--- src/verilog/intr_accept_defs.svh ---
`ifndef INTR_ACCEPT_DEFS_SVH
`define INTR_ACCEPT_DEFS_SVH

// Register indexes; the byte address on the bus is four times the index.
`define OFS_IRQ_ENABLE_LOW  6'h3A
`define OFS_IRQ_ENABLE_HIGH 6'h3B
`define OFS_PENDING_LOW     6'h3C
`define OFS_PENDING_HIGH    6'h3D
`define OFS_ACCEPT_STATUS   6'h30

// Field positions.
`define POS_MASTER_EN       0
`define POS_STAT_BUSY       0
`define POS_STAT_NM         1
`define FIRST_LATCH         2
`define FIRST_MASKABLE      4

// Reset values.
`define RST_ENABLE          16'h0000
`define RST_PENDING         16'h0000
`define RST_MASTER_EN       1'b0

// Vectors, trap opcode and stack frame size.
`define VEC_TOP             16'hFFFE
`define VEC_TRAP            16'hFFFC
`define SW_TRAP_OPCODE      8'hFF
`define FRAME_BYTES         16'h0003

// Worst-case acceptance latency, in system clock periods, in nanoseconds and in cycles.
`define CLK_PERIOD_NS       10
`define LATENCY_TC          38
`define LATENCY_NS          (`LATENCY_TC * `CLK_PERIOD_NS)
`define LATENCY_CYC         (`LATENCY_NS / `CLK_PERIOD_NS)

`endif

--- src/verilog/intr_accept_pkg.sv ---
`default_nettype none
package intr_accept_pkg;

  // Steps of the acceptance and return sequences.
  typedef enum logic [3:0] {
    IDLE,
    PUSH_STAT,
    PUSH_PCH,
    PUSH_PCL,
    VEC_LO,
    VEC_HI,
    VEC_LOAD,
    POP_PCL,
    POP_PCH,
    POP_STAT,
    POP_LOAD
  } seq_state_t;

  // Byte-wide stack and vector memory request.
  typedef struct packed {
    logic        req;
    logic        we;
    logic [15:0] addr;
    logic [7:0]  wdata;
  } mem_port_t;

  // One-cycle load strobes into the core's program counter, status and SP.
  typedef struct packed {
    logic        pc_we;
    logic [15:0] pc;
    logic        status_we;
    logic [7:0]  status;
    logic        sp_we;
    logic [15:0] sp;
  } ctx_load_t;

  // Instruction fetch classification from the core's address decoder.
  typedef struct packed {
    logic valid;
    logic nonexist;
    logic ram_sfr;
  } fetch_info_t;

endpackage
`default_nettype wire

--- src/verilog/interrupt_accept_return.sv ---
// The Wishbone interface to the registers was chosen for this implementation.
`timescale 1ns/1ps
`default_nettype none
`include "intr_accept_defs.svh"

module interrupt_accept_return
  import intr_accept_pkg::*;
(
  input  wire logic        clk_i,
  input  wire logic        rst_i,
  input  wire logic        wb_cyc_i,
  input  wire logic        wb_stb_i,
  input  wire logic        wb_we_i,
  input  wire logic [7:0]  wb_adr_i,
  input  wire logic [3:0]  wb_sel_i,
  input  wire logic [31:0] wb_dat_i,
  output logic      [31:0] wb_dat_o,
  output logic             wb_ack_o,
  input  wire logic [15:0] irq_src_i,
  input  wire logic        instr_last_i,
  input  wire logic        software_trap_irq_i,
  input  wire logic        illegal_opcode_irq_i,
  input  wire logic        return_from_maskable_i,
  input  wire logic        return_from_nonmaskable_i,
  input  wire logic        disable_irq_instr_i,
  input  wire logic        enable_irq_instr_i,
  input  wire logic [7:0]  program_status_byte_i,
  input  wire logic [15:0] pc_i,
  input  wire logic [15:0] sp_i,
  output mem_port_t        mem_o,
  input  wire logic [7:0]  mem_rdata_i,
  output ctx_load_t        ctx_o,
  output logic             busy_o,
  output logic             master_irq_enable_o,
  input  wire logic        single_chip_i,
  input  wire fetch_info_t fetch_i,
  input  wire logic [7:0]  fetch_data_i,
  output logic      [7:0]  fetch_data_o,
  output logic             fetch_trap_reset_o
);

  seq_state_t  state_r;
  seq_state_t  state_nxt;
  mem_port_t   mem_r;
  mem_port_t   mem_nxt;
  ctx_load_t   ctx_r;
  ctx_load_t   ctx_nxt;
  logic [15:0] pending_r;
  logic [15:0] pending_nxt;
  logic [15:0] src_en_r;
  logic        master_en_r;
  logic        nm_service_r;
  logic        resample_r;
  logic        ret_nm_r;
  logic [15:0] sp_r;
  logic [15:0] pc_r;
  logic [15:0] vec_r;
  logic [3:0]  src_r;
  logic [7:0]  lo_r;
  logic [7:0]  hi_r;
  logic        ack_r;
  logic [7:0]  rdat_r;
  logic [7:0]  rdat_nxt;
  logic [7:0]  fetch_data_r;
  logic        trap_reset_r;
  logic [15:0] elig;
  logic [15:0] accept_clr;
  logic [15:0] sw_clr;
  logic [15:0] vector;
  logic [3:0]  sel_idx;
  logic [7:0]  stack_status;
  logic [5:0]  wb_idx;
  logic        idle;
  logic        trap_req;
  logic        ret_req;
  logic        sample;
  logic        start_trap;
  logic        start_src;
  logic        start_acc;
  logic        start_ret;
  logic        wb_hit;
  logic        wb_wr;

  // Lowest index wins among eligible latched sources.
  function automatic logic [3:0] first_src(input logic [15:0] v);
    logic [3:0] idx;
    idx = 4'h0;
    for (int i = 15; i >= 0; i--) begin
      if (v[i]) begin
        idx = 4'(i);
      end
    end
    return idx;
  endfunction

  // Eligibility: latches 2 and 3 are non-maskable, the rest need both enables.
  assign elig = pending_r & {src_en_r[15:`FIRST_MASKABLE]
                & {12{master_en_r}}, 2'b11, 2'b00};
  assign idle       = (state_r == IDLE);
  assign trap_req   = software_trap_irq_i | illegal_opcode_irq_i;
  assign ret_req    = return_from_maskable_i | return_from_nonmaskable_i;
  assign sample     = instr_last_i | resample_r;
  // Trap opcode and illegal opcode bypass the sampling point and nesting.
  assign start_trap = idle & trap_req;
  assign start_ret  = idle & ~trap_req & ret_req;
  assign start_src  = idle & ~trap_req & ~ret_req & sample & (|elig);
  assign start_acc  = start_trap | start_src;
  assign sel_idx    = first_src(elig);
  assign vector     = start_trap ? `VEC_TRAP
                    : (`VEC_TOP - {11'h000, sel_idx, 1'b0});
  assign accept_clr = start_src ? (16'h0001 << sel_idx) : 16'h0000;
  // The stacked status carries master enable as sampled before the clear.
  assign stack_status = {program_status_byte_i[7:1], master_en_r};

  // Wishbone decode: word aligned, low byte lane carries the 8-bit registers.
  assign wb_idx = wb_adr_i[7:2];
  assign wb_hit = wb_cyc_i & wb_stb_i & ~ack_r;
  assign wb_wr  = wb_hit & wb_we_i & wb_sel_i[0];
  assign sw_clr = {(wb_wr && wb_idx == `OFS_PENDING_HIGH) ? ~wb_dat_i[7:0] : 8'h00,
                   (wb_wr && wb_idx == `OFS_PENDING_LOW) ? ~wb_dat_i[7:0] : 8'h00};

  // Per-latch next value; a new request wins over any clear in the same cycle.
  for (genvar i = 0; i < 16; i++) begin : g_latch
    if (i < `FIRST_LATCH) begin : g_none
      assign pending_nxt[i] = 1'b0;
    end else begin : g_bit
      assign pending_nxt[i] = irq_src_i[i]
                            | (pending_r[i] & ~accept_clr[i] & ~sw_clr[i]);
    end
  end

  // Pending latch storage.
  always_ff @(posedge clk_i) begin
    if (rst_i) begin
      pending_r <= `RST_PENDING;
    end else begin
      pending_r <= pending_nxt;
    end
  end

  // Per-source enable flags, software written only.
  always_ff @(posedge clk_i) begin
    if (rst_i) begin
      src_en_r <= `RST_ENABLE;
    end else if (wb_wr && wb_idx == `OFS_IRQ_ENABLE_LOW) begin
      src_en_r[7:`FIRST_MASKABLE] <= wb_dat_i[7:`FIRST_MASKABLE];
    end else if (wb_wr && wb_idx == `OFS_IRQ_ENABLE_HIGH) begin
      src_en_r[15:8] <= wb_dat_i[7:0];
    end
  end

  // Master enable: acceptance beats return, which beats the instructions and bus.
  always_ff @(posedge clk_i) begin
    if (rst_i) begin
      master_en_r <= `RST_MASTER_EN;
    end else if (start_acc) begin
      master_en_r <= 1'b0;
    end else if (state_r == POP_LOAD) begin
      master_en_r <= mem_rdata_i[`POS_MASTER_EN];
    end else if (disable_irq_instr_i) begin
      master_en_r <= 1'b0;
    end else if (enable_irq_instr_i) begin
      master_en_r <= 1'b1;
    end else if (wb_wr && wb_idx == `OFS_IRQ_ENABLE_LOW) begin
      master_en_r <= wb_dat_i[`POS_MASTER_EN];
    end
  end

  // Sequencer state.
  always_ff @(posedge clk_i) begin
    if (rst_i) begin
      state_r <= IDLE;
    end else begin
      state_r <= state_nxt;
    end
  end

  // Step order of the acceptance and return sequences.
  always_comb begin
    state_nxt = state_r;
    case (state_r)
      IDLE: begin
        if (start_acc) begin
          state_nxt = PUSH_STAT;
        end else if (start_ret) begin
          state_nxt = POP_PCL;
        end
      end
      PUSH_STAT: state_nxt = PUSH_PCH;
      PUSH_PCH:  state_nxt = PUSH_PCL;
      PUSH_PCL:  state_nxt = VEC_LO;
      VEC_LO:    state_nxt = VEC_HI;
      VEC_HI:    state_nxt = VEC_LOAD;
      VEC_LOAD:  state_nxt = IDLE;
      POP_PCL:   state_nxt = POP_PCH;
      POP_PCH:   state_nxt = POP_STAT;
      POP_STAT:  state_nxt = POP_LOAD;
      POP_LOAD:  state_nxt = IDLE;
      default:   state_nxt = IDLE;
    endcase
  end

  // Context captured when a sequence starts; it stays stable throughout.
  always_ff @(posedge clk_i) begin
    if (rst_i) begin
      sp_r     <= 16'h0000;
      pc_r     <= 16'h0000;
      vec_r    <= 16'h0000;
      src_r    <= 4'h0;
      ret_nm_r <= 1'b0;
    end else if (start_acc || start_ret) begin
      sp_r     <= sp_i;
      pc_r     <= pc_i;
      vec_r    <= vector;
      ret_nm_r <= return_from_nonmaskable_i;
      if (start_acc) begin
        src_r <= start_trap ? 4'h1 : sel_idx;
      end
    end
  end

  // Bytes read back from the vector table or the stack.
  always_ff @(posedge clk_i) begin
    if (rst_i) begin
      lo_r <= 8'h00;
      hi_r <= 8'h00;
    end else if (state_r == VEC_HI || state_r == POP_PCH) begin
      lo_r <= mem_rdata_i;
    end else if (state_r == POP_STAT) begin
      hi_r <= mem_rdata_i;
    end
  end

  // Memory requests; read data returns in the cycle after a request is shown.
  always_comb begin
    mem_nxt = '0;
    case (state_r)
      IDLE: begin
        if (start_acc) begin
          mem_nxt = '{1'b1, 1'b1, sp_i, stack_status};
        end else if (start_ret) begin
          mem_nxt = '{1'b1, 1'b0, sp_i + 16'h0001, 8'h00};
        end
      end
      PUSH_STAT: mem_nxt = '{1'b1, 1'b1, sp_r - 16'h0001, pc_r[15:8]};
      PUSH_PCH:  mem_nxt = '{1'b1, 1'b1, sp_r - 16'h0002, pc_r[7:0]};
      PUSH_PCL:  mem_nxt = '{1'b1, 1'b0, vec_r, 8'h00};
      VEC_LO:    mem_nxt = '{1'b1, 1'b0, vec_r + 16'h0001, 8'h00};
      POP_PCL:   mem_nxt = '{1'b1, 1'b0, sp_r + 16'h0002, 8'h00};
      POP_PCH:   mem_nxt = '{1'b1, 1'b0, sp_r + `FRAME_BYTES, 8'h00};
      default:   mem_nxt = '0;
    endcase
  end

  // Load strobes into the core; the status byte is left alone on acceptance.
  always_comb begin
    ctx_nxt = '0;
    case (state_r)
      VEC_LOAD: begin
        ctx_nxt.pc_we = 1'b1;
        ctx_nxt.pc    = {mem_rdata_i, lo_r};
        ctx_nxt.sp_we = 1'b1;
        ctx_nxt.sp    = sp_r - `FRAME_BYTES;
      end
      POP_LOAD: begin
        ctx_nxt.pc_we     = 1'b1;
        ctx_nxt.pc        = {hi_r, lo_r};
        ctx_nxt.status_we = 1'b1;
        ctx_nxt.status    = mem_rdata_i;
        ctx_nxt.sp_we     = 1'b1;
        ctx_nxt.sp        = sp_r + `FRAME_BYTES;
      end
      default: ctx_nxt = '0;
    endcase
  end

  // Registered memory request and load strobes.
  always_ff @(posedge clk_i) begin
    if (rst_i) begin
      mem_r <= '0;
      ctx_r <= '0;
    end else begin
      mem_r <= mem_nxt;
      ctx_r <= ctx_nxt;
    end
  end

  // A completed return opens a sampling point in the next cycle.
  always_ff @(posedge clk_i) begin
    if (rst_i) begin
      resample_r <= 1'b0;
    end else begin
      resample_r <= (state_r == POP_LOAD);
    end
  end

  // Non-maskable service status; an illegal opcode may nest over it.
  always_ff @(posedge clk_i) begin
    if (rst_i) begin
      nm_service_r <= 1'b0;
    end else if (start_trap || (start_src && sel_idx < `FIRST_MASKABLE)) begin
      nm_service_r <= 1'b1;
    end else if (state_r == POP_LOAD && ret_nm_r) begin
      nm_service_r <= 1'b0;
    end
  end

  // Fetch guard: in single-chip mode, non-existent space reads as the trap opcode.
  always_ff @(posedge clk_i) begin
    if (rst_i) begin
      fetch_data_r <= 8'h00;
      trap_reset_r <= 1'b0;
    end else begin
      if (fetch_i.valid && fetch_i.nonexist && single_chip_i) begin
        fetch_data_r <= `SW_TRAP_OPCODE;
      end else begin
        fetch_data_r <= fetch_data_i;
      end
      trap_reset_r <= fetch_i.valid & fetch_i.ram_sfr;
    end
  end

  // Register read mux; unmapped indexes read zero.
  always_comb begin
    rdat_nxt = 8'h00;
    case (wb_idx)
      `OFS_IRQ_ENABLE_LOW:
        rdat_nxt = {src_en_r[7:`FIRST_MASKABLE], 3'b000, master_en_r};
      `OFS_IRQ_ENABLE_HIGH: rdat_nxt = src_en_r[15:8];
      `OFS_PENDING_LOW:     rdat_nxt = pending_r[7:0];
      `OFS_PENDING_HIGH:    rdat_nxt = pending_r[15:8];
      `OFS_ACCEPT_STATUS:   rdat_nxt = {src_r, 2'b00, nm_service_r, ~idle};
      default:              rdat_nxt = 8'h00;
    endcase
  end

  // Wishbone slave: ack one cycle after the strobe, dropped the cycle after.
  always_ff @(posedge clk_i) begin
    if (rst_i) begin
      ack_r  <= 1'b0;
      rdat_r <= 8'h00;
    end else begin
      ack_r <= wb_hit;
      if (wb_hit) begin
        rdat_r <= rdat_nxt;
      end
    end
  end

  assign wb_ack_o            = ack_r;
  assign wb_dat_o            = {24'h000000, rdat_r};
  assign mem_o               = mem_r;
  assign ctx_o               = ctx_r;
  assign busy_o              = ~idle;
  assign master_irq_enable_o = master_en_r;
  assign fetch_data_o        = fetch_data_r;
  assign fetch_trap_reset_o  = trap_reset_r;

  // Checks of the acceptance and return behaviour.
  localparam int LAT_CYC = `LATENCY_CYC;
endmodule
`default_nettype wire

--- config.mk ---
export PLATFORM = sky130hd
export DESIGN_NAME = interrupt_accept_return
export DESIGN_NICKNAME = d
export VERILOG_FILES = /design/src/verilog/intr_accept_pkg.sv /design/src/verilog/interrupt_accept_return.sv
export VERILOG_INCLUDE_DIRS = /design/src /design/src/verilog
export SDC_FILE = /design/constraint.sdc
export NUM_CORES = 1
export LEC_CHECK = 0
export BUFFER_PORTS_ARGS = -buffer_cell sky130_fd_sc_hd__buf_2
export CAP_MARGIN = 20
export CORE_MARGIN = 2
export CORE_UTILIZATION = 57
export CTS_BUF_LIST = sky130_fd_sc_hd__clkbuf_4 sky130_fd_sc_hd__clkbuf_8 sky130_fd_sc_hd__clkbuf_16
export DETAILED_ROUTE_END_ITERATION = 6
export PLACE_DENSITY = 0.89
export SYNTH_ARGS = -nofsm -noshare
export SYNTH_HDL_FRONTEND = slang
export SYNTH_SLANG_ARGS = --single-unit
--- constraint.sdc ---
create_clock -name clk_i -period 5.25 [get_ports clk_i]
set_clock_uncertainty 0.05 [all_clocks]
set_input_delay 1.05 -clock clk_i [delete_from_list [all_inputs] [get_ports clk_i]]
set_output_delay 1.05 -clock clk_i [all_outputs]
set_load 0.005 [all_outputs]
== Word level (Yosys, flattened, before mapping) ==
Index checks and enable logic that the tools add are counted.
W data, S select, Z words.
Storage, ports and cells
  flip-flop bits (word level): 191
  input port bits: 132
  output and inout bits: 113
  word-level logic and storage cells: 208
Operators by class
  magnitude comparators: 1
  shift operators: 1
  muxes and demuxes: 38
  bitwise logic cells: 95
  $add $sub $neg: 8
  reductions and logical operators: 20
  equal/unequal tests: 16
Operator list (number)
  $pmux W26 S7: 1
  $mux W4: 19
  $pmux W17 S2: 2
  $mux W26: 2
  $pmux W8 S5: 1
  $and A1 B1 Y1: 39
  $pmux W4 S9: 1
  $not A1 Y1: 35
  $add A16 B1 Y16 const B: 2
  $add A16 B2 Y16 const B: 2
  $mux W16: 2
  $sub A16 B2 Y16 const B: 2
  $eq A6 B6 Y1 const B: 5
  $mux W8: 3
  $or A1 B1 Y1: 18
  $and A16 B16 Y16: 1
  $eq A4 B3 Y1 const B: 4
  $reduce_or A16 Y1: 1
  $shl A1 B4 Y16 const A: 1
  $sub A16 B1 Y16 const B: 1
  $and A12 B12 Y12: 1
  $eq A4 B4 Y1 const B: 3
  $mux W9: 1
  $eq A4 B2 Y1 const B: 2
  13 further kinds: 30

== Depth between registers and ports, before layout ==
Gate-level depths: netlist of the first run.
  word-level depth: 24
  gate-level depth with buffers: 13
  depth with buffers taken out: 11

== Worst setup path before layout of the first run ==
Ideal clock, no wire load.
  path kind: reg2reg
  start: register state_r[2]
  end: register mem_r, in the netlist mem_o[23]
  library setup time: 0.132 ns
  cell stages (with the launch flop): 12
  data required time: 5.068 ns
  period minus slack after synthesis: 3.293 ns
  slack: 1.957 ns
  arrival time: 3.111 ns
  buffers on the path: 2
  path through: dfxtp_1 > clkbuf_1 > clkbuf_1 > nand4b_1 > ha_1 > or4_1 > nor2_1 > o31ai_1 > o31ai_1 > xor2_1 > mux2i_1 > a21oi_1
Between the ends
  word-level cells in the longest chain between the ends: 8
  elaborated cells on any way between the ends: 17
  those cells by class: eq/ne: 6; mux: 3; bitwise: 7; reduce/logical: 1
RTL lines
  from (decl): RTL line interrupt_accept_return.sv:42  | seq_state_t state_r;
  from (signal assigned): RTL line interrupt_accept_return.sv:174  | state_r <= state_nxt;
  $logic_not A4 Y1: RTL line interrupt_accept_return.sv:99, interrupt_accept_return.sv:237
  $and A1 B1 Y1: RTL line interrupt_accept_return.sv:105, interrupt_accept_return.sv:106
  $and A1 B1 Y1 (3 in a row): RTL line interrupt_accept_return.sv:106  | assign start_src = idle & ~trap_req & ~ret_req & sample & (|elig);
  $or A1 B1 Y1: RTL line interrupt_accept_return.sv:107  | assign start_acc = start_trap | start_src;
  $mux W26: RTL line interrupt_accept_return.sv:239  | if (start_acc) begin
  $pmux W26 S7 (*): RTL line interrupt_accept_return.sv:237  | case (state_r)
  to (signal assigned): RTL line interrupt_accept_return.sv:283  | mem_r <= mem_nxt;
  to (decl): RTL line interrupt_accept_return.sv:44  | mem_port_t mem_r;
Mark *: on every way between the ends. The rest lies on a longest branch, timed or not.
A chain may end at the register's enable or synchronous reset.

== Final worst setup path of the first run ==
  start: register state_r[0]
  end: register mem_r, in the netlist mem_o[23]
Same word-level chain as after synthesis.

==> impl_metrics.csv, run 1 <==
group,metric,value,unit
synthesis,ys_seq_elements,176,
setup_path,required,5520,ps
cts,clockRootBuffer,"clkbuf_16",
synthesis,async_flop_share,0,
setup_path,critPathTopFamily,"simple AND/OR/NAND/NOR gates",
routing,vias_per_cell,5.930,
floorplanning,start_util,0.5861,
cts,insertion_delay,430,ps
pwr,powerDensity,376.0,nW/um^2
floorplanning,die_area,16710,um^2
cts,post_cts_buffers,0,
pwr,power.static_leakage,4.433,nW
cts,clkTransAtPathRegs,70,ps
floorplanning,row_count,45,
synthesis,synthAdderAreaFrac,0.02462,
cts,clkSinkCount,176,
setup_path,cp_cell_sequence,"nand4b_1 -> ha_1 -> nor2b_1 -> o31a_1 -> nor2_1 -> o31ai_1 -> o31ai_1 -> xor2_1 -> mux2i_1 -> a21oi_1",
setup_path,criticalPathCategory,"reg2reg",
routing,top_layer,"met4",
timing,setup_viol,0,
routing,wl_met2,11.68,mm
timing,fmax,252.1,MHz
setup_path,path_buf_inv,0,
setup_path,cp_max_fo,20,
timing,fin_crit_sh,0.7555,
synthesis,yosys.area_share.simple,0.2286,
synthesis,synth_top_family_by_area,"compound AO/OA/AOI/OAI gates",
finish,nFillCells,1274,
finish,drive_gt1_frac,0.1925,
setup_path,cp_slowest_stage_delay,810,ps
flow_run,maxCapViolCount,0,
timing,max_slew_margin,0.2958,
synthesis,synthFlopType,"dfxtp_1",
pwr,vdd_drop_max,0.0002585,V
finish,nNetsFinal,1419,
place,pre_cts_slack,1366,ps
routing,met1_length,9.812,mm
global_routing,grt_pass1_wl,39.02,mm
synthesis,synth_area_leader_cell,"dfxtp_1",
place,gp_congestion,0.9566,
routing,finalWirelength,24.49,mm
cts,cts_buffers,17,
timing,setup-tns-final,0,ps
floorplanning,die_h,129.3,um
synthesis,ys_warn_count,0,
synthesis,synth_cells,1133,
setup_path,critPathLaunchType,"flip-flop",
timing,slew_viol_final,0,
floorplanning,ioPinCount,245,
setup_path,cp_slowest_cell,"nand4b_1",
global_routing,grt_usage,0.2896,
timing,rsz0062_at_grt,"no",
cts,cts_buffer_depth,2,
synthesis,synth_common_cells,"dfxtp_1, nand2_1, nor2_1, a21oi_1, clkbuf_1",
timing,worst_slew_pin_slew,1056,ps
setup_path,arrival,4230,ps
global_routing,grt-ovfl-total,0,
routing,drt_iter0_markers,870,
setup_path,path_common_cell,"o31ai_1",
synthesis,synth_edf_count,0,
synthesis,synth_cell_types,67,
floorplanning,die_w,129.3,um
floorplanning,core-area,15260,um^2
cts,cts_resized,0,
timing,layout_setup_ws,1284,ps
run_status,status,"finished clean",
routing,wl_per_cell,16.36,um
routing,drc_errors,0,
cts,tritoncts,"yes",
global_routing,grt_antenna_before_repair,3,
global_routing,grt_pass1_vias,8086,
synthesis,ys_seq_area_frac,0.3940,
synthesis,syn_area_per_cell,7.894,um^2
synthesis,synth_compound_area_frac,0.2301,
cts,h-tree-depth,4,
synthesis,yosys-mux-area-fraction,0.02700,
place,hpwl,17.56,mm
timing,fin_crit,3966,ps
finish,area_growth,17.14,%
synthesis,synthXorXnorAreaFrac,0.02938,
hold_path,hp-class,"reg2reg",
synthesis,synth_top_area_frac,0.3940,
routing,route.met3.wl,2.371,mm
synthesis,synth.cell_area,8944,um^2
synthesis,synth_area_leaders,"dfxtp_1, nand2_1, nor2_1, a21oi_1, o21ai_0",
synthesis,yosysMostFrequentCell,"dfxtp_1",
timing,hold_viol_final,0,
global_routing,grt_max_degree,102,
place,portBuffers,188,
routing,dr.pass1.iters,6,
routing,ant_nets,0,
setup_path,worstSetupEndpointType,"flip-flop",
cts,cts_hold_buf,0,
routing,vias,8877,
## logic make-up (layout without fill, tap and decap cells)
family	Yosys count	after routing
AND/OR/NAND/NOR	444	444
AO/OA/AOI/OAI	314	314
flip-flops	176	176
buffers and inverters	127	254
XOR/XNOR	30	30
multiplexers	24	24
adder cells (fa/ha/maj)	17	17
other	1	27
## tightest hold or removal path, stage by stage (launching register included)
cell and delay [ps]:
dfxtp_1 310, nand2_1 50, a21oi_1 50
## flip-flops by register name, summed over array words and instances (netlist names), 4 cells and up
register      count
vec_r             5
state_r           4
rdat_r            8
pending_r        14
sp_r             16
src_r             4
pc_r             16
mem_o            26
fetch_data_o      8
src_en_r         12
hi_r              8
ctx_o            42
lo_r              8
## path summary, 6_finish.rpt
check | start | endpoint | slack [ps] | depth (start not counted)
min reg2reg | pc_r[4] | pc_r[4] | 400 | 2
min | pc_r[4] | pc_r[4] | 400 | 2
max | state_r[0] | mem_o[23] | 1280 | 10
max reg2reg | state_r[0] | mem_o[23] | 1280 | 10
## through the flow
step / instance area, um^2 / hold slack, ps / total power, mW / instances / util
floorplan: 9030 / 381.2 / 2.310 / 1156 / -
global placement: 9834 / 387.7 / 2.578 / 1461 / 0.6445
detailed placement: 9834 / 396.0 / 2.603 / 1461 / 0.6445
CTS: 10450 / 404.4 / 3.925 / 1493 / 0.6851
global route: 10470 / 423.3 / 4.136 / 1496 / 0.6864
finish: 10480 / 403.7 / 3.939 / 1497 / 0.6866
## layer usage
layer  track usage  vias up
met5             0        -
met4        0.1164        0
met3       0.08960       67
met2        0.4783      449
met1        0.3533     4086
li1              -     4275
## where the power goes
| part | leakage [nW] | switching, mW | internal (mW) |
|---|---|---|---|
| clock | 0.302 | 0.557 | 0.778 |
| combinational | 2.69 | 0.595 | 0.415 |
| sequential | 1.44 | 0.130 | 1.46 |
| total | 4.43 | 1.28 | 2.66 |
## placed cells by master, fill, tap and decap left out, drive strengths merged, types with 14 or more instances in the layout
master and count:
conb 24, buf 199, xnor2 16, xor2 14, dfxtp 176, nor2b 15, a211oi 15, ha 16
inv 29, nand2 154, o21ai 52, mux2i 23, nand3 23, a221oi 22, nor3 26, a22o 18
nor2 143, clkbuf 19, and2 18, a21oi 106
## area by class of cell
cell class | instances | area (um^2) | share of cell area
antenna | 3 | 7.507 | 0.0007166
clock buffer | 19 | 446.7 | 0.04264
clock inverter | 13 | 172.7 | 0.01648
inverter | 23 | 86.33 | 0.008241
multi-input combinational | 853 | 4942 | 0.4718
sequential | 176 | 3523 | 0.3363
tap | 211 | 264.0 | 0.02520
timing repair buffer | 199 | 1033 | 0.09865
Power figures use the tool's default switching activity.
==> run 2: changes to the inputs <==
--- a/config.mk
+++ b/config.mk
@@ -6,13 +6,14 @@
 export SDC_FILE = /design/constraint.sdc
 export NUM_CORES = 1
 export LEC_CHECK = 0
+export ABC_AREA = 1
 export BUFFER_PORTS_ARGS = -buffer_cell sky130_fd_sc_hd__buf_2
 export CAP_MARGIN = 20
 export CORE_MARGIN = 2
-export CORE_UTILIZATION = 57
+export CORE_UTILIZATION = 48
 export CTS_BUF_LIST = sky130_fd_sc_hd__clkbuf_4 sky130_fd_sc_hd__clkbuf_8 sky130_fd_sc_hd__clkbuf_16
 export DETAILED_ROUTE_END_ITERATION = 6
-export PLACE_DENSITY = 0.89
+export PLACE_DENSITY = 0.8
 export SYNTH_ARGS = -nofsm -noshare
 export SYNTH_HDL_FRONTEND = slang
 export SYNTH_SLANG_ARGS = --single-unit
==> constraint.sdc (replaced) <==
create_clock -name clk_i -period 3.4 [get_ports clk_i]
set_clock_uncertainty 0.05 [all_clocks]
set_input_delay 0.68 -clock clk_i [delete_from_list [all_inputs] [get_ports clk_i]]
set_output_delay 0.68 -clock clk_i [all_outputs]
set_load 0.005 [all_outputs]
==> run 2 against run 1 <==
Compared with the run above:
- die area up 17%
- cell count up 11%
- synthesized cell count up 9.7%
- maximum frequency up 35%
- non-clock buffer count up 6
- highest routed layer is now met5
- sequential power up 71%
- count of clock-buffer cells in the layout down 1
- register-to-register slack worse by 830 ps
- critical path type unchanged
- critical endpoint is now ctx_o[4]
- worst setup slack worse by 830 ps
- largest cell class unchanged
- global-route usage down 3.1 points
==> impl_metrics.csv, run 2 <==
group,metric,value,unit
routing,dr.pass1.iters,5,
routing,ant_nets,0,
pwr,intPower,4.630,mW
floorplanning,die_h,139.9,um
floorplanning,core-area,18020,um^2
pwr,p_seq_frac,0.334,
synthesis,synth.cell_area,8871,um^2
timing,fin_crit,2948,ps
routing,met1_length,11.48,mm
run_status,status,"finished clean",
cts,cts_hold_buf,0,
timing,fin_crit_sh,0.8671,
global_routing,grt-ovfl-total,0,
routing,wl_met2,11.69,mm
global_routing,grt_pass1_wl,41.17,mm
setup_path,required,3700,ps
pwr,powerDensity,772.5,nW/um^2
routing,route.met3.wl,2.273,mm
routing,drt_iter0_markers,920,
finish,mostFrequentLayoutCells,"buf_2, dfxtp_1, nor2_1",
pwr,power,8.136,mW
routing,vias_per_cell,5.381,
routing,vias,8954,
setup_path,path_common_cell,"inv_1",
setup_path,cp_cell_sequence,"inv_1 -> nor2_1 -> inv_1 -> nor2_1 -> inv_1 -> nor2_1 -> inv_1 -> o22ai_1",
place,gp_congestion,0.9498,
synthesis,async_flop_share,0,
setup_path,criticalPathCategory,"reg2reg",
setup_path,cp_max_fo,20,
cts,post_cts_buffers,0,
routing,finalWirelength,26.08,mm
finish,stdcell_area,10530,um^2
floorplanning,die_w,139.9,um
cts,insertion_delay,440,ps
synthesis,ys_seq_elements,176,
synthesis,synth_top_family_by_area,"compound AO/OA/AOI/OAI gates",
timing,setup-tns-final,0,ps
cts,tritoncts,"yes",
synthesis,yosys-mux-area-fraction,0,
place,dpl.cell_count,1631,
floorplanning,die_area,19580,um^2
floorplanning,ioPinCount,245,
synthesis,synth_compound_area_frac,0.2223,
global_routing,grt_antenna_before_repair,2,
synthesis,yosysMostFrequentCell,"dfxtp_1",
place,dpl_cell_area,9925,um^2
timing,max_slew_margin,0.2823,
global_routing,grt_pass1_vias,8094,
finish,nNetsFinal,1570,
pwr,vdd_drop_max,0.0004470,V
finish,nFillCells,1724,
routing,wl_per_cell,15.67,um
cts,clkSinkCount,176,
pwr,p_clk_frac,0.245,
hold_path,hp-class,"reg2reg",
pwr,swShare,0.4309,
timing,worst_slew_pin_slew,1073,ps
finish,fin_cells,1664,
floorplanning,row_count,49,
setup_path,arrival,3250,ps
flow_run,maxCapViolCount,0,
setup_path,critPathLaunchType,"flip-flop",
pwr,power.static_leakage,4.877,nW
synthesis,ys_warn_count,0,
synthesis,synthXorXnorAreaFrac,0.02468,
finish,layout_commonest_cell,"buf_2",
synthesis,synth_top_area_frac,0.3972,
cts,clkTransAtPathRegs,70,ps
finish,drive_gt1_frac,0.1939,
cts,cts_buffer_depth,2,
synthesis,synth_common_cells,"dfxtp_1, nor2_1, nand2_1, inv_1, o21ai_0",
routing,drc_errors,0,
cts,cts_resized,0,
floorplanning,start_util,0.4922,
finish,area_growth,18.72,%
synthesis,synthFlopType,"dfxtp_1",
setup_path,cp_slowest_stage_delay,820,ps
timing,hold_viol_final,0,
global_routing,grt_usage,0.2584,
cts,clockRootBuffer,"clkbuf_16",
synthesis,syn_area_per_cell,7.137,um^2
synthesis,synthAdderAreaFrac,0.02482,
global_routing,grt_max_degree,79,
place,pre_cts_slack,506.9,ps
timing,setup_viol,0,
synthesis,synth_cells,1243,
place,hpwl,19.80,mm
synthesis,synth_edf_count,0,
timing,rsz0062_at_grt,"no",
place,portBuffers,188,
timing,fmax,339.2,MHz
pwr,p_comb_frac,0.421,
setup_path,worstSetupEndpointType,"flip-flop",
synthesis,synth_cell_types,57,
finish,largest_reg_flops,42,
cts,h-tree-depth,4,
cts,cts_buffers,17,
timing,slew_viol_final,0,
synthesis,synth_area_leader_cell,"dfxtp_1",
pwr,switchingPower,3.506,mW
timing,layout_setup_ws,451.8,ps
setup_path,cp_slowest_cell,"nor2_1",
synthesis,ys_seq_area_frac,0.3972,
synthesis,yosys.area_share.simple,0.2179,
routing,top_layer,"met5",
synthesis,synth_area_leaders,"dfxtp_1, o21ai_0, nor2_1, nand2_1, a21oi_1",
run 2: changes by cell type after synthesis, moves of 19 or more:
cell,previous run,this run
nor2_1,143,173
nand3_1,23,42
o21ai_0,52,140
mux2i_1,23,0
clkbuf_1,67,30
inv_1,23,155
a221oi_1,22,3
run 2: area by class of cell:
type | instances | area (um^2) | share of cell area
diodes | 1 | 2.502 | 0.0002376
clock buffers | 18 | 439.2 | 0.04170
clock inverters | 14 | 165.2 | 0.01568
inverters | 163 | 611.8 | 0.05810
multi-input cells | 858 | 4434 | 0.4211
flip-flops and latches | 176 | 3523 | 0.3346
well taps | 229 | 286.5 | 0.02721
repair buffers | 205 | 1069 | 0.1015
run 2: power by group through the flow:
| stage | clock network [mW] | logic, mW | registers (mW) |
|---|---|---|---|
| floorplan | 0 | 2.44 | 2.67 |
| global route | 2.11 | 3.80 | 2.76 |
| CTS | 2.02 | 3.36 | 2.71 |
| global placement | 0 | 3.29 | 2.74 |
| detailed placement | 0 | 3.33 | 2.75 |
| finish | 1.99 | 3.42 | 2.72 |
run 2: worst max-delay path: cells and delay by family (launching register included):
kind | cells | cell delay (ps)
buffers and inverters | 4 | 900
flip-flops | 1 | 370
AO/OA/AOI/OAI | 1 | 310
AND/OR/NAND/NOR | 3 | 1240
run 2: through the flow:
stage / utilization / hold slack, ps
after floorplan: - / 366.0
after global placement: 0.5506 / 376.1
after detailed placement: 0.5506 / 381.2
after CTS: 0.5841 / 391.9
after global routing: 0.5841 / 398.5
final: 0.5843 / 391.4
run 2: final timing paths:
check	startpoint	slack (ps)	to	cells after the start
max	state_r[1]	450	ctx_o[4]	8
min	lo_r[1]	390	ctx_o[27]	2
max reg2reg	state_r[1]	450	ctx_o[4]	8
min reg2reg	lo_r[1]	390	ctx_o[27]	2
run 2: metal layers:
layer  track usage  vias to the layer above
li1              -                     4430
met1        0.3636                     4045
met2        0.4015                      430
met3       0.04684                       47
met4       0.08737                        2
met5             0                        -
run 2: cells by family (layout without fill, tap and decap cells):
| logic type | after synthesis | in the layout |
|---|---|---|
| compound gates | 350 | 350 |
| xor+xnor | 25 | 25 |
| fa+ha+maj | 17 | 17 |
| buf+inv | 232 | 400 |
| flops | 176 | 176 |
| other cells | 1 | 25 |
| simple gates | 442 | 442 |
